<file path="config.mk">
export PLATFORM = sky130hd
export DESIGN_NAME = uci_top
export DESIGN_NICKNAME = d
export VERILOG_FILES = /design/src/hdl/uci_pkg.sv /design/src/hdl/uci_top.sv
export SDC_FILE = /design/constraint.sdc
export NUM_CORES = 1
export LEC_CHECK = 0
export CORE_MARGIN = 4
export CORE_UTILIZATION = 40
export CTS_CLUSTER_DIAMETER = 200
export DETAILED_ROUTE_END_ITERATION = 10
export DONT_BUFFER_PORTS = 1
export HOLD_SLACK_MARGIN = 0.1
export PLACE_DENSITY = 0.66
export SLEW_MARGIN = 20
export SYNTH_ARGS = -nofsm -noshare
export SYNTH_HDL_FRONTEND = slang
export SYNTH_SLANG_ARGS = --single-unit
</file>
<file path="constraint.sdc">
create_clock -name sys_clk -period 6.8 [get_ports sys_clk]
set_clock_uncertainty 0.1 [all_clocks]
set_input_delay 1.02 -clock sys_clk [delete_from_list [all_inputs] [get_ports sys_clk]]
set_output_delay 1.02 -clock sys_clk [all_outputs]
set_load 0.01 [all_outputs]
</file>
<file path="src/hdl/uci_pkg.sv">
// Constants and types for one serial channel's interrupt logic.
// Assumes the channel's FIFOs and baud generator live outside this package.
package uci_pkg;

  // Register offsets on the channel's byte-wide register port
  localparam logic [2:0] OFS_DATA     = 3'h0;
  localparam logic [2:0] OFS_IEN      = 3'h1;
  localparam logic [2:0] OFS_IID      = 3'h2;
  localparam logic [2:0] OFS_CHAR_FMT = 3'h3;
  localparam logic [2:0] OFS_LINE_ST  = 3'h5;
  localparam logic [2:0] OFS_MODEM_ST = 3'h6;

  // Enable bit positions
  localparam int IEN_RX = 0;
  localparam int IEN_TX = 1;
  localparam int IEN_LS = 2;
  localparam int IEN_MS = 3;

  // Character format and fifo control field positions
  localparam int FMT_STOP = 2;
  localparam int FMT_PAR  = 3;
  localparam int FIFO_EN  = 0;

  // Identification codes, bits 3..0, and the fifo marker of bits 7..6
  localparam logic [3:0] IID_NONE = 4'h1;
  localparam logic [3:0] IID_LINE = 4'h6;
  localparam logic [3:0] IID_RXD  = 4'h4;
  localparam logic [3:0] IID_TMO  = 4'hC;
  localparam logic [3:0] IID_TXE  = 4'h2;
  localparam logic [3:0] IID_MDM  = 4'h0;
  localparam logic [1:0] IID_FIFO = 2'h3;

  // Character timing in sixteen-times baud ticks
  localparam logic [3:0] START_BITS    = 4'h1;
  localparam logic [3:0] MIN_WORD      = 4'h5;
  localparam logic [7:0] TICKS_PER_BIT = 8'h10;
  localparam logic [9:0] TMO_CHARS     = 10'h004;
  localparam logic [4:0] TX_MULTI      = 5'h02;

  // Reset values
  localparam logic [3:0] IEN_RST  = 4'h0;
  localparam logic [3:0] FMT_RST  = 4'h0;
  localparam logic       FIFO_RST = 1'b0;

  // Transmit empty tracking
  typedef enum logic [2:0] {
    TX_FILL  = 3'b001,
    TX_DELAY = 3'b010,
    TX_EMPTY = 3'b100
  } uci_tx_e;

  // Register port request
  typedef struct packed {
    logic       wr;
    logic       rd;
    logic [2:0] addr;
    logic [7:0] wdata;
  } uci_req_s;

  // Status from the channel's fifos and receiver, same clock
  typedef struct packed {
    logic [4:0] rx_level;
    logic [4:0] rx_trigger;
    logic       rx_char_in;
    logic       line_fault;
    logic [4:0] tx_level;
  } uci_chan_s;

endpackage : uci_pkg

</file>
<file path="src/hdl/uci_top.sv">
// Interrupt enable, priority and identification for one serial channel,
// with receive time-out timer and delayed transmit-empty indication.
// Assumes fifo levels, receive and fault pulses and the 16x baud tick
// come from logic on sys_clk; modem inputs are asynchronous pins.
//
// The plain strobed port and the register offsets are this design's own decisions.
`timescale 1ns/1ns

//////////////////////////////////////////////////////////////////////////
// Contract
// - Time-out fires: data in fifo, no receive, no read for four chars.
// - Time-out counted in character times from baud ticks, stop bits in.
// - Without pending time-out, reads or new characters restart timer.
// - Receive buffer read clears a pending time-out and restarts timer.
// - Fifo on, enabled: empty transmit fifo signals code 02.
// - Empty indication delayed char minus stop when never two bytes.
// - First transmit interrupt after fifo enable change is immediate.
// - Priority: line status, receive data or time-out, transmit, modem.
// - Cleared enable bits give polled mode; no time-out or trigger.
// - All enables clear: identification and interrupt output suppressed.
// - Channel interrupt output is high while an enabled source pends.
// - Enable bits: 0 receive/time-out, 1 transmit, 2 line, 3 modem.
// - Enable register bits 7 to 4 always read zero.
// - Codes: 1 none, 6 line, 4 data, C time-out, 2 transmit, 0 modem.
// - Receive data pending until fill drops below trigger level; with fifos off, until fill is zero.
// - Any modem input change raises the modem status source.
// - Identification bit 0 low while pending, high when none.
// - Bit 3 zero without fifos; set with bit 2 on time-out.
// - Bits 5 and 4 zero; bits 7 and 6 set with fifo enabled.
// - Identification read clears transmit-empty only when reported.
// - Line faults raise top priority source; line status read clears.
module uci_top (
  input  wire logic             sys_clk,
  input  wire logic             resetn,
  input  wire uci_pkg::uci_req_s req,
  output logic            [7:0] rd_data,
  input  wire uci_pkg::uci_chan_s chan,
  input  wire logic             baud16_tick,
  input  wire logic       [3:0] modem_pins,
  output logic                  fifo_enable_setting,
  output logic                  transmit_holding_empty,
  output logic                  channel_interrupt_out
);

  // All state of the channel interrupt logic
  typedef struct packed {
    logic [3:0]       ien;
    logic             fifo_en;
    logic [3:0]       fmt;
    logic [7:0]       rdata;
    logic [9:0]       tmo_cnt;
    logic             tmo_pend;
    logic             ls_pend;
    logic             ms_pend;
    logic             txe_pend;
    uci_pkg::uci_tx_e tx_state;
    logic [7:0]       tx_cnt;
    logic             tx_multi;
    logic             tx_immed;
    logic [3:0]       mdm_s1;
    logic [3:0]       mdm_s2;
    logic [3:0]       mdm_s3;
  } uci_state_s;

  uci_state_s st_r;
  uci_state_s st_nxt;

  // Bits per character: start, data, parity and programmed stop bits
  function automatic logic [3:0] char_bits(input logic [3:0] fmt);
    logic [3:0] stop;
    stop = fmt[uci_pkg::FMT_STOP] ? 4'h2 : 4'h1;
    char_bits = uci_pkg::START_BITS + uci_pkg::MIN_WORD
              + {2'h0, fmt[1:0]} + {3'h0, fmt[uci_pkg::FMT_PAR]} + stop;
  endfunction : char_bits

  // Register port address decode
  function automatic logic hit(input uci_pkg::uci_req_s r,
                               input logic [2:0] ofs);
    hit = r.addr == ofs;
  endfunction : hit

  //////////////////////////////////////////////////////////////////////
  // Decode and derived timing

  logic       rxq_rd;
  logic       txq_wr;
  logic       iid_rd;
  logic [3:0] bits;
  logic [7:0] char_ticks;
  logic [9:0] tmo_limit;
  logic [7:0] tx_delay;

  assign rxq_rd = req.rd && hit(req, uci_pkg::OFS_DATA);
  assign txq_wr = req.wr && hit(req, uci_pkg::OFS_DATA);
  assign iid_rd = req.rd && hit(req, uci_pkg::OFS_IID);

  // Delay follows the programmed format, so it scales with baud rate
  assign bits       = char_bits(st_r.fmt);
  assign char_ticks = 8'({4'h0, bits} * uci_pkg::TICKS_PER_BIT);
  assign tmo_limit  = 10'({2'h0, char_ticks} * uci_pkg::TMO_CHARS);
  // Last stop bit is left out of the transmit empty delay
  assign tx_delay   = 8'(char_ticks - uci_pkg::TICKS_PER_BIT);

  //////////////////////////////////////////////////////////////////////
  // Source resolution, evaluated every clock from current state

  logic       p_ls;
  logic       p_rx;
  logic       p_tmo;
  logic       p_txe;
  logic       p_ms;
  logic       any_pend;
  logic [3:0] code;
  logic [7:0] iid_byte;
  logic       rx_has;

  assign rx_has = chan.rx_level != 5'h00;
  assign p_ls   = st_r.ien[uci_pkg::IEN_LS] && st_r.ls_pend;
  // Trigger level counts only with fifos on; plain mode needs one byte
  assign p_rx   = st_r.ien[uci_pkg::IEN_RX] && (st_r.fifo_en ?
                  chan.rx_level >= chan.rx_trigger : rx_has);
  // A time-out left over from fifo mode must not show in plain mode
  assign p_tmo  = st_r.ien[uci_pkg::IEN_RX] && st_r.fifo_en
                  && st_r.tmo_pend;
  assign p_txe  = st_r.ien[uci_pkg::IEN_TX] && st_r.txe_pend;
  assign p_ms   = st_r.ien[uci_pkg::IEN_MS] && st_r.ms_pend;
  assign any_pend = p_ls || p_rx || p_tmo || p_txe || p_ms;

  // Highest pending source wins
  always_comb begin
    if (p_ls) begin
      code = uci_pkg::IID_LINE;
    end else if (p_rx) begin
      code = uci_pkg::IID_RXD;
    end else if (p_tmo) begin
      code = uci_pkg::IID_TMO;
    end else if (p_txe) begin
      code = uci_pkg::IID_TXE;
    end else if (p_ms) begin
      code = uci_pkg::IID_MDM;
    end else begin
      code = uci_pkg::IID_NONE;
    end
  end

  // Fifo marker on top, bits 5 and 4 always zero
  assign iid_byte = {st_r.fifo_en ? uci_pkg::IID_FIFO : 2'h0,
                     2'h0, code};

  //////////////////////////////////////////////////////////////////////
  // Event detection

  logic mdm_change;
  logic tmo_set;
  logic txe_event;
  logic tx_to_empty;
  logic tx_go_delay;

  // Only the second and third synchroniser stages are compared
  assign mdm_change = st_r.mdm_s2 != st_r.mdm_s3;

  // Polled receiver never flags a time-out
  assign tmo_set = st_r.fifo_en && st_r.ien[uci_pkg::IEN_RX] && rx_has
                 && !st_r.tmo_pend && st_r.tmo_cnt >= tmo_limit;

  // Fifo ran empty: delay only if it never held two bytes at once
  assign tx_go_delay = st_r.tx_state == uci_pkg::TX_FILL
                    && chan.tx_level == 5'h00 && st_r.fifo_en
                    && !st_r.tx_multi && !st_r.tx_immed;
  assign tx_to_empty =
      (st_r.tx_state == uci_pkg::TX_FILL && chan.tx_level == 5'h00
       && !tx_go_delay)
   || (st_r.tx_state == uci_pkg::TX_DELAY && chan.tx_level == 5'h00
       && st_r.tx_cnt >= tx_delay);

  // Enabling the source while already empty also raises it
  assign txe_event = tx_to_empty
      || (st_r.tx_state == uci_pkg::TX_EMPTY && req.wr
          && hit(req, uci_pkg::OFS_IEN)
          && req.wdata[uci_pkg::IEN_TX] && !st_r.ien[uci_pkg::IEN_TX]);

  //////////////////////////////////////////////////////////////////////
  // Next state

  always_comb begin
    st_nxt = st_r;
    // Modem pins pass two flops before the change detector
    st_nxt.mdm_s1 = modem_pins;
    st_nxt.mdm_s2 = st_r.mdm_s1;
    st_nxt.mdm_s3 = st_r.mdm_s2;

    // Register writes; upper enable bits never stored
    if (req.wr && hit(req, uci_pkg::OFS_IEN)) begin
      st_nxt.ien = req.wdata[3:0];
    end
    if (req.wr && hit(req, uci_pkg::OFS_IID)) begin
      st_nxt.fifo_en = req.wdata[uci_pkg::FIFO_EN];
      if (req.wdata[uci_pkg::FIFO_EN] != st_r.fifo_en) begin
        st_nxt.tx_immed = 1'b1;
      end
    end
    if (req.wr && hit(req, uci_pkg::OFS_CHAR_FMT)) begin
      st_nxt.fmt = req.wdata[3:0];
    end

    // Read data stand one cycle after the strobe; unmapped read zero
    st_nxt.rdata = 8'h00;
    if (req.rd) begin
      unique case (req.addr)
        uci_pkg::OFS_IEN:      st_nxt.rdata = {4'h0, st_r.ien};
        uci_pkg::OFS_IID:      st_nxt.rdata = iid_byte;
        uci_pkg::OFS_CHAR_FMT: st_nxt.rdata = {4'h0, st_r.fmt};
        default:               st_nxt.rdata = 8'h00;
      endcase
    end

    // Time-out timer restarts on activity while nothing is pending
    if (tmo_set) begin
      st_nxt.tmo_pend = 1'b1;
    end else if (rxq_rd) begin
      st_nxt.tmo_pend = 1'b0;
      st_nxt.tmo_cnt  = 10'h000;
    end else if (!st_r.tmo_pend && chan.rx_char_in) begin
      st_nxt.tmo_cnt = 10'h000;
    end else if (!rx_has) begin
      st_nxt.tmo_cnt = 10'h000;
    end else if (baud16_tick && st_r.tmo_cnt < tmo_limit) begin
      st_nxt.tmo_cnt = 10'(st_r.tmo_cnt + 10'h001);
    end

    // Line faults set, line status read clears; a new fault wins
    if (chan.line_fault) begin
      st_nxt.ls_pend = 1'b1;
    end else if (req.rd && hit(req, uci_pkg::OFS_LINE_ST)) begin
      st_nxt.ls_pend = 1'b0;
    end

    // Modem changes set, modem status read clears
    if (mdm_change) begin
      st_nxt.ms_pend = 1'b1;
    end else if (req.rd && hit(req, uci_pkg::OFS_MODEM_ST)) begin
      st_nxt.ms_pend = 1'b0;
    end

    // Transmit empty source; data write clears, id read only if it is what is reported
    if (txe_event) begin
      st_nxt.txe_pend = 1'b1;
    end else if (txq_wr
             || (iid_rd && code == uci_pkg::IID_TXE)) begin
      st_nxt.txe_pend = 1'b0;
    end

    // Transmit empty tracking
    unique case (st_r.tx_state)
      uci_pkg::TX_FILL: begin
        if (chan.tx_level >= uci_pkg::TX_MULTI) begin
          st_nxt.tx_multi = 1'b1;
        end
        if (tx_go_delay) begin
          st_nxt.tx_state = uci_pkg::TX_DELAY;
          st_nxt.tx_cnt   = 8'h00;
        end else if (tx_to_empty) begin
          st_nxt.tx_state = uci_pkg::TX_EMPTY;
          st_nxt.tx_immed = 1'b0;
        end
      end
      uci_pkg::TX_DELAY: begin
        if (chan.tx_level != 5'h00) begin
          st_nxt.tx_state = uci_pkg::TX_FILL;
          st_nxt.tx_multi = chan.tx_level >= uci_pkg::TX_MULTI;
        end else if (tx_to_empty) begin
          st_nxt.tx_state = uci_pkg::TX_EMPTY;
        end else if (baud16_tick) begin
          st_nxt.tx_cnt = 8'(st_r.tx_cnt + 8'h01);
        end
      end
      uci_pkg::TX_EMPTY: begin
        if (chan.tx_level != 5'h00) begin
          st_nxt.tx_state = uci_pkg::TX_FILL;
          st_nxt.tx_multi = chan.tx_level >= uci_pkg::TX_MULTI;
          st_nxt.tx_cnt   = 8'h00;
        end
      end
      default: begin
        st_nxt.tx_state = uci_pkg::TX_EMPTY;
      end
    endcase
  end

  //////////////////////////////////////////////////////////////////////
  // State register

  always_ff @(posedge sys_clk or negedge resetn) begin
    if (!resetn) begin
      st_r          <= '0;
      st_r.ien      <= uci_pkg::IEN_RST;
      st_r.fifo_en  <= uci_pkg::FIFO_RST;
      st_r.fmt      <= uci_pkg::FMT_RST;
      st_r.tx_state <= uci_pkg::TX_EMPTY;
    end else begin
      st_r <= st_nxt;
    end
  end

  // Outputs; interrupt follows registered sources with no added delay
  assign rd_data                = st_r.rdata;
  assign fifo_enable_setting    = st_r.fifo_en;
  assign transmit_holding_empty = st_r.tx_state == uci_pkg::TX_EMPTY;
  assign channel_interrupt_out  = any_pend;
endmodule : uci_top

</file>
==> metrics.txt, run 1 <==
setup violation total in the final timing report 0; Highest Clock Rate 276.8 MHz; category of the most critical setup path input port to primary output; shortest period the worst path allows 3.612 ns; number of top-level pins 48; crit path capture type primary output; CTS buffer count 5; number of enable flip-flop cells after synthesis 0; combinational group share of total power 0.316; wire length after detailed routing 6.349 mm; die height 95.86 um; synthesized area per cell 10.03 sq um; H-tree levels 2; transition at the pin with the smallest max-transition slack 0.5985 ns; internal cell power 551.2 uW; leakage power 1.380 nW; count of endpoints failing hold in the final timing report 0; area added between synthesis and finish 4.579%; Placement Setup Slack 3.223 ns; simple-gate share of the synthesized area 0.2050; Critical Path Max Stage Delay 0.54 ns; switching share of power 0.3611; final routed DRC violation total 0; number of antenna diodes 0; clock tree root buffer cell clkbuf_8; leading post-synthesis cells by cell area dfrtp_1 42%, ha_1 8.5%, mux2_2 3.6%; Yosys reg bits 53; worst-path fanout max 3; switching power 311.6 uW; effective utilization at floorplan 0.4190; wire length of the first global-routing pass 10.58 mm; multiplexer share of the synthesized area 0.04619; worst vdd rail ir drop 0.1553 mV; final count of pins violating max slew 0; fraction of the cycle the final worst path needs 0.5312; overall overflow remaining after global route 0; sequential fraction of the synthesis area 0.4299; synthesized instance count 308; type of the tightest min-delay check register to register; wire per inst 15.68 um; number of vias per cell 5.536; routability congestion estimate 0.8868; number of iterations in the first detailed-routing pass 4; final layout net count 364; row count 31; PostCTS Resize Cnt 0; standard cell core area 7370 sq um; power density of the placed cells 267.2 nW/um^2; clock transition at the registers of the reported paths 0.09 ns; cell type with the largest total area after synthesis dfrtp_1; Antenna Violating Nets Remaining 0; required arrival time at the worst endpoint 5.68 ns; status completed; largest family of logic cells by synthesized area simple AND/OR/NAND/NOR gates; placed wire-length estimate 4.777 mm; number of buffers added to fix hold violations after cts 0; xor/xnor cell area share of the yosys netlist 0.03120; proportion of netlist area held by the largest area contributor 0.4214; # port buffers 0; TNS Setup 0 ns; Critical Path AT 2.49 ns; Die X-Extent 95.86 um; post-CTS setup buffers 0; Cell variety after synth 59; number of global-route vias before repair 2,245; maximum number of pins on one net before global-route repair 54; Syn. warnings 0; max cap viols 0; top library cells by usage in the layout, fill and taps aside 52 x dfrtp_1, 22 x inv_1, 21 x nor2_1, 21 x ha_1, 19 x nand2_1; worst-case headroom to the max-slew limit 0.6010; category of the worst setup path launch point input port; CTS sink cnt 53; Clock Path Buffers 2; initial antenna violation count 0; TritonCTS clock tree done; slowest library cell on the worst path or4_4; Primary FF master, synth dfrtp_1; setup repair after global routing missed its margin no; fraction of layout cells with a size suffix above 1 0.1046; Clk Latency, worst-skew pair 0.31 ns; Clk network pwr share 0.216; Final WS setup 3.188 ns; share of async-settable or async-resettable flops after synthesis 1.000; Flop pwr share 0.468; DIE AREA 9189 sq um; adder-cell share of the synthesized area 0.09157; Cell Chain, Critical Path or4_4, or3_1, a31oi_1, nand2_1; Via Count 2,242; total global-route track usage 0.1462; DRT iter0 DRCs 95; number of inserted filler cells in the final layout 713; most common cell after layout, fill and taps aside dfrtp_1; post-synthesis compound-gate area fraction 0.1422; area of the mapped netlist 3088 sq um
==> final timing paths <==
check	from	end	slack, ns	cells past startpoint
max	chan[12]	channel_interrupt_out	3.19	4
min	st_nxt[5]$_DFF_PN0_	st_nxt[1]$_DFF_PN0_	0.26	0
max reg2reg	st_r[48]$_DFFE_PN0P_	st_r[20]$_DFFE_PN0P_	3.29	15
min reg2reg	st_nxt[5]$_DFF_PN0_	st_nxt[1]$_DFF_PN0_	0.26	0
max in group asynchronous	resetn	st_r[24]$_DFFE_PN1N_	6.14	0
min in group asynchronous	resetn	st_nxt[3]$_DFF_PN0_	0.28	0
==> stage by stage <==
stage | std cells | hold slack [ns] | instance area [sq um] | power [mW] | utilization
2_1_floorplan | 309 | 0.2312 | 3092 | 0.6248 | -
5_1_grt | 405 | 0.2622 | 3229 | 0.9344 | 0.4382
3_5_place_dp | 397 | 0.2404 | 3136 | 0.6858 | 0.4255
4_1_cts | 405 | 0.2615 | 3229 | 0.8718 | 0.4382
3_3_place_gp | 397 | 0.2364 | 3136 | 0.6744 | 0.4255
6_report | 405 | 0.2627 | 3229 | 0.8628 | 0.4382
==> routing by layer <==
layer,global-route usage,part of all wire
met5,0,0
met1,0.2050,0.49
met4,0.04502,0.012
met2,0.2247,0.44
met3,0.03362,0.060
==> power by group through the flow <==
stage / combinational, mW / sequential (mW) / clock [mW]
final: 0.272 / 0.404 / 0.186
after global routing: 0.319 / 0.411 / 0.204
after CTS: 0.277 / 0.404 / 0.191
after detailed placement: 0.275 / 0.410 / 0
after global placement: 0.266 / 0.408 / 0
after floorplan: 0.230 / 0.395 / 0
==> worst max-delay path: cells and delay by family <==
family,cells,cell delay (ns)
AO/OA/AOI/OAI,1,0.35
AND/OR/NAND/NOR,3,1.13
==> cell usage after synthesis, types with 2 or more instances <==
cell	number
nand3b_1	2
mux2i_1	3
xnor2_1	5
buf_4	8
inv_1	22
nor3_1	2
nor2b_1	4
o21a_1	2
or4_1	5
nand3_1	17
a21oi_1	18
nor4b_1	2
o22ai_1	4
o31ai_1	5
nor4_1	5
nand2b_1	7
nand2_1	19
nor2_1	21
nand4_1	2
a22oi_1	2
o211ai_1	3
dfrtp_1	52
ha_1	21
mux2_2	10
or3_1	6
a31oi_1	2
o21ai_0	15
a21o_1	3
and3_1	4
or4_4	3
xor2_1	6
==> logic make-up (layout without fill, tap and decap cells) <==
group,count (synthesis),after routing
AND/OR/NAND/NOR,110,110
AO/OA/AOI/OAI,65,65
flip-flops,53,53
buffers and inverters,33,30
adder cells (fa/ha/maj),22,22
multiplexers,13,13
XOR/XNOR,11,11
other,1,2
==> registers in the layout, indices dropped and copies added, names as in the netlist <==
name	flops
fifo_enable_setting	1
rd_data	5
st_nxt	8
st_r	39
==> layout make-up <==
type / count / area, sq um / share of cell area
multi-input combinational: 223 / 1602 / 0.4959
sequential: 53 / 1328 / 0.4111
tap: 99 / 123.9 / 0.03836
inverter: 22 / 82.58 / 0.02557
clock buffer: 5 / 68.82 / 0.02131
clock inverter: 3 / 25.02 / 0.007749
No activity file was read; power rests on OpenSTA's default activity.
==> inputs of run 2 (changes only) <==
- PLACE_DENSITY: 0.66 -> 0.68
- clock period: 6.8 -> 3.2 ns (I/O delays scaled with it)
==> run 2 against run 1 <==
The flow now finishes with violations (setup timing). Global-route usage is 1.5 points higher. First-iteration DRC count is 35% higher. Routed wire length is 8.4% higher. Via count is 7.7% higher. Critical endpoint is now st_r[20]$_DFFE_PN0P_. Critical path type is now register to register. Setup slack worse by 3.3 ns. Largest power group is now combinational cells. Sequential power is 110% higher. Combinational power grew to 3.7 times the previous value. Hold slack worse by 0.11 ns. Register-to-register slack worse by 3.4 ns.
==> metrics.txt, run 2 (synthesis results as in run 1) <==
Clock Path Buffers 2; worst-case headroom to the max-slew limit 0.5485; final count of pins violating max slew 0; shortest period the worst path allows 3.329 ns; critical path's top delay family adder cells; CTS sink cnt 53; clock transition at the registers of the reported paths 0.11 ns; required arrival time at the worst endpoint 3.33 ns; CTS buffer count 5; wire length after detailed routing 6.881 mm; worst hold-check slack 0.1523 ns; maximum number of pins on one net before global-route repair 54; transition at the pin with the smallest max-transition slack 0.6773 ns; slowest library cell on the worst path or4_4; combinational group share of total power 0.439; overall overflow remaining after global route 0; Highest Clock Rate 300.4 MHz; Antenna Violating Nets Remaining 0; Buffers & Inverters on Critical Path 4; cell with the most instances on the worst path ha_4; leakage power 1.571 nW; standard cell core area 7370 sq um; Clk Latency, worst-skew pair 0.31 ns; area added between synthesis and finish 19.77%; Cell Chain, Critical Path inv_2, ha_4, inv_2, ha_4, inv_4, ha_4, nand3_4, xnor2_2, ha_4, buf_4, o211ai_1, a31oi_4, or2_4, or4_4, a21oi_1; TritonCTS clock tree done; top library cells by usage in the layout, fill and taps aside 52 x dfrtp_1, 21 x nor2_1, 21 x buf_4; status complete, but fails checks; number of top-level pins 48; routability congestion estimate 0.8500; count of endpoints failing hold in the final timing report 0; placed wire-length estimate 4.743 mm; Flop pwr share 0.379; H-tree levels 2; setup repair after global routing missed its margin yes; total global-route track usage 0.1612; Critical Path AT 3.46 ns; number of vias per cell 5.526; fraction of layout cells with a size suffix above 1 0.2574; internal cell power 1.429 mW; switching power 837.0 uW; number of iterations in the first detailed-routing pass 4; wire length of the first global-routing pass 11.70 mm; fraction of the cycle the final worst path needs 1.040; wire per inst 15.75 um; final routed DRC violation total 0; number of antenna diodes 0; power density of the placed cells 612.8 nW/um^2; die height 95.86 um; category of the most critical setup path register to register; Die X-Extent 95.86 um; effective utilization at floorplan 0.4190; row count 31; crit path capture type register; switching share of power 0.3693; number of global-route vias before repair 2,512; worst-path fanout max 5; most common cell after layout, fill and taps aside dfrtp_1; Final WS setup -0.1290 ns; flip-flop count of the largest register after layout 39; initial antenna violation count 0; Critical Path Max Stage Delay 0.51 ns; max cap viols 0; largest register by flop count st_r; # port buffers 0; type of the tightest min-delay check input port to register; DIE AREA 9189 sq um; worst vdd rail ir drop 0.3077 mV; Final Instance Area 3699 sq um; cell area after placement 3239 sq um; DRT iter0 DRCs 128; Clk network pwr share 0.182; failing checks setup timing; category of the worst setup path launch point register; final layout net count 396; Via Count 2,415; setup violation total in the final timing report 8; clock tree root buffer cell clkbuf_8; number of inserted filler cells in the final layout 666
## run 2: area by class of cell
type,instances,area [sq um],area share
Multi-Input combinational cell,224,1782,0.4817
Sequential cell,53,1328,0.3589
Timing Repair Buffer,31,280.3,0.07578
Tap cell,99,123.9,0.03349
Inverter,22,87.58,0.02368
Clock buffer,5,68.82,0.01861
Clock inverter,3,28.78,0.007781
## run 2: final timing paths
path / depth (start not counted) / end / from / slack (ns)
hold reg to reg: 0 / st_nxt[2]$_DFF_PN0_ / st_nxt[6]$_DFF_PN0_ / 0.26
max in group asynchronous: 2 / st_r[24]$_DFFE_PN1N_ / resetn / 2.13
hold / removal: 1 / st_r[27]$_DFFE_PN0P_ / chan[5] / 0.15
setup / recovery: 15 / st_r[20]$_DFFE_PN0P_ / st_r[49]$_DFFE_PN0P_ / -0.13
setup reg to reg: 15 / st_r[20]$_DFFE_PN0P_ / st_r[49]$_DFFE_PN0P_ / -0.13
min in group asynchronous: 2 / rd_data[3]$_DFF_PN0_ / resetn / 0.56
## run 2: through the flow
step                      cells  worst slack, ns  utilization  power (mW)  TNS (ns)
after global routing        437          -0.2227       0.5019       2.432    -1.895
after global placement      410         -0.06971       0.4396       1.519   -0.1458
after detailed placement    410          -0.1418       0.4396       1.544   -0.6776
final                       437          -0.1290       0.5019       2.267   -0.5822
after CTS                   436         -0.08500       0.4905       2.189   -0.4027
after floorplan             309          0.09127            -       1.335         0
## run 2: metal layers
metal,share of wire,up-vias,global-route usage
met4,0.022,0,0.05213
li1,-,1160,-
met2,0.49,56,0.2716
met3,0.053,14,0.03362
met5,0,-,0
met1,0.43,1185,0.2065
## run 2: what timing repair did
action / CTS / global route
hold endpoints to repair: 57 / 0
resized for setup: 23 / 15
pin swaps: 22 / 15
cloned: 1 / 0
setup endpoints to repair: 15 / 20
hold buffers: 6 / 0
setup buffers: 11 / 1
## run 2: power by group through the flow
stage,clock network (mW),logic (mW),registers (mW)
after floorplan,0,0.495,0.840
after CTS,0.424,0.908,0.858
after detailed placement,0,0.673,0.871
after global routing,0.454,1.10,0.876
after global placement,0,0.651,0.868
final,0.412,0.994,0.860
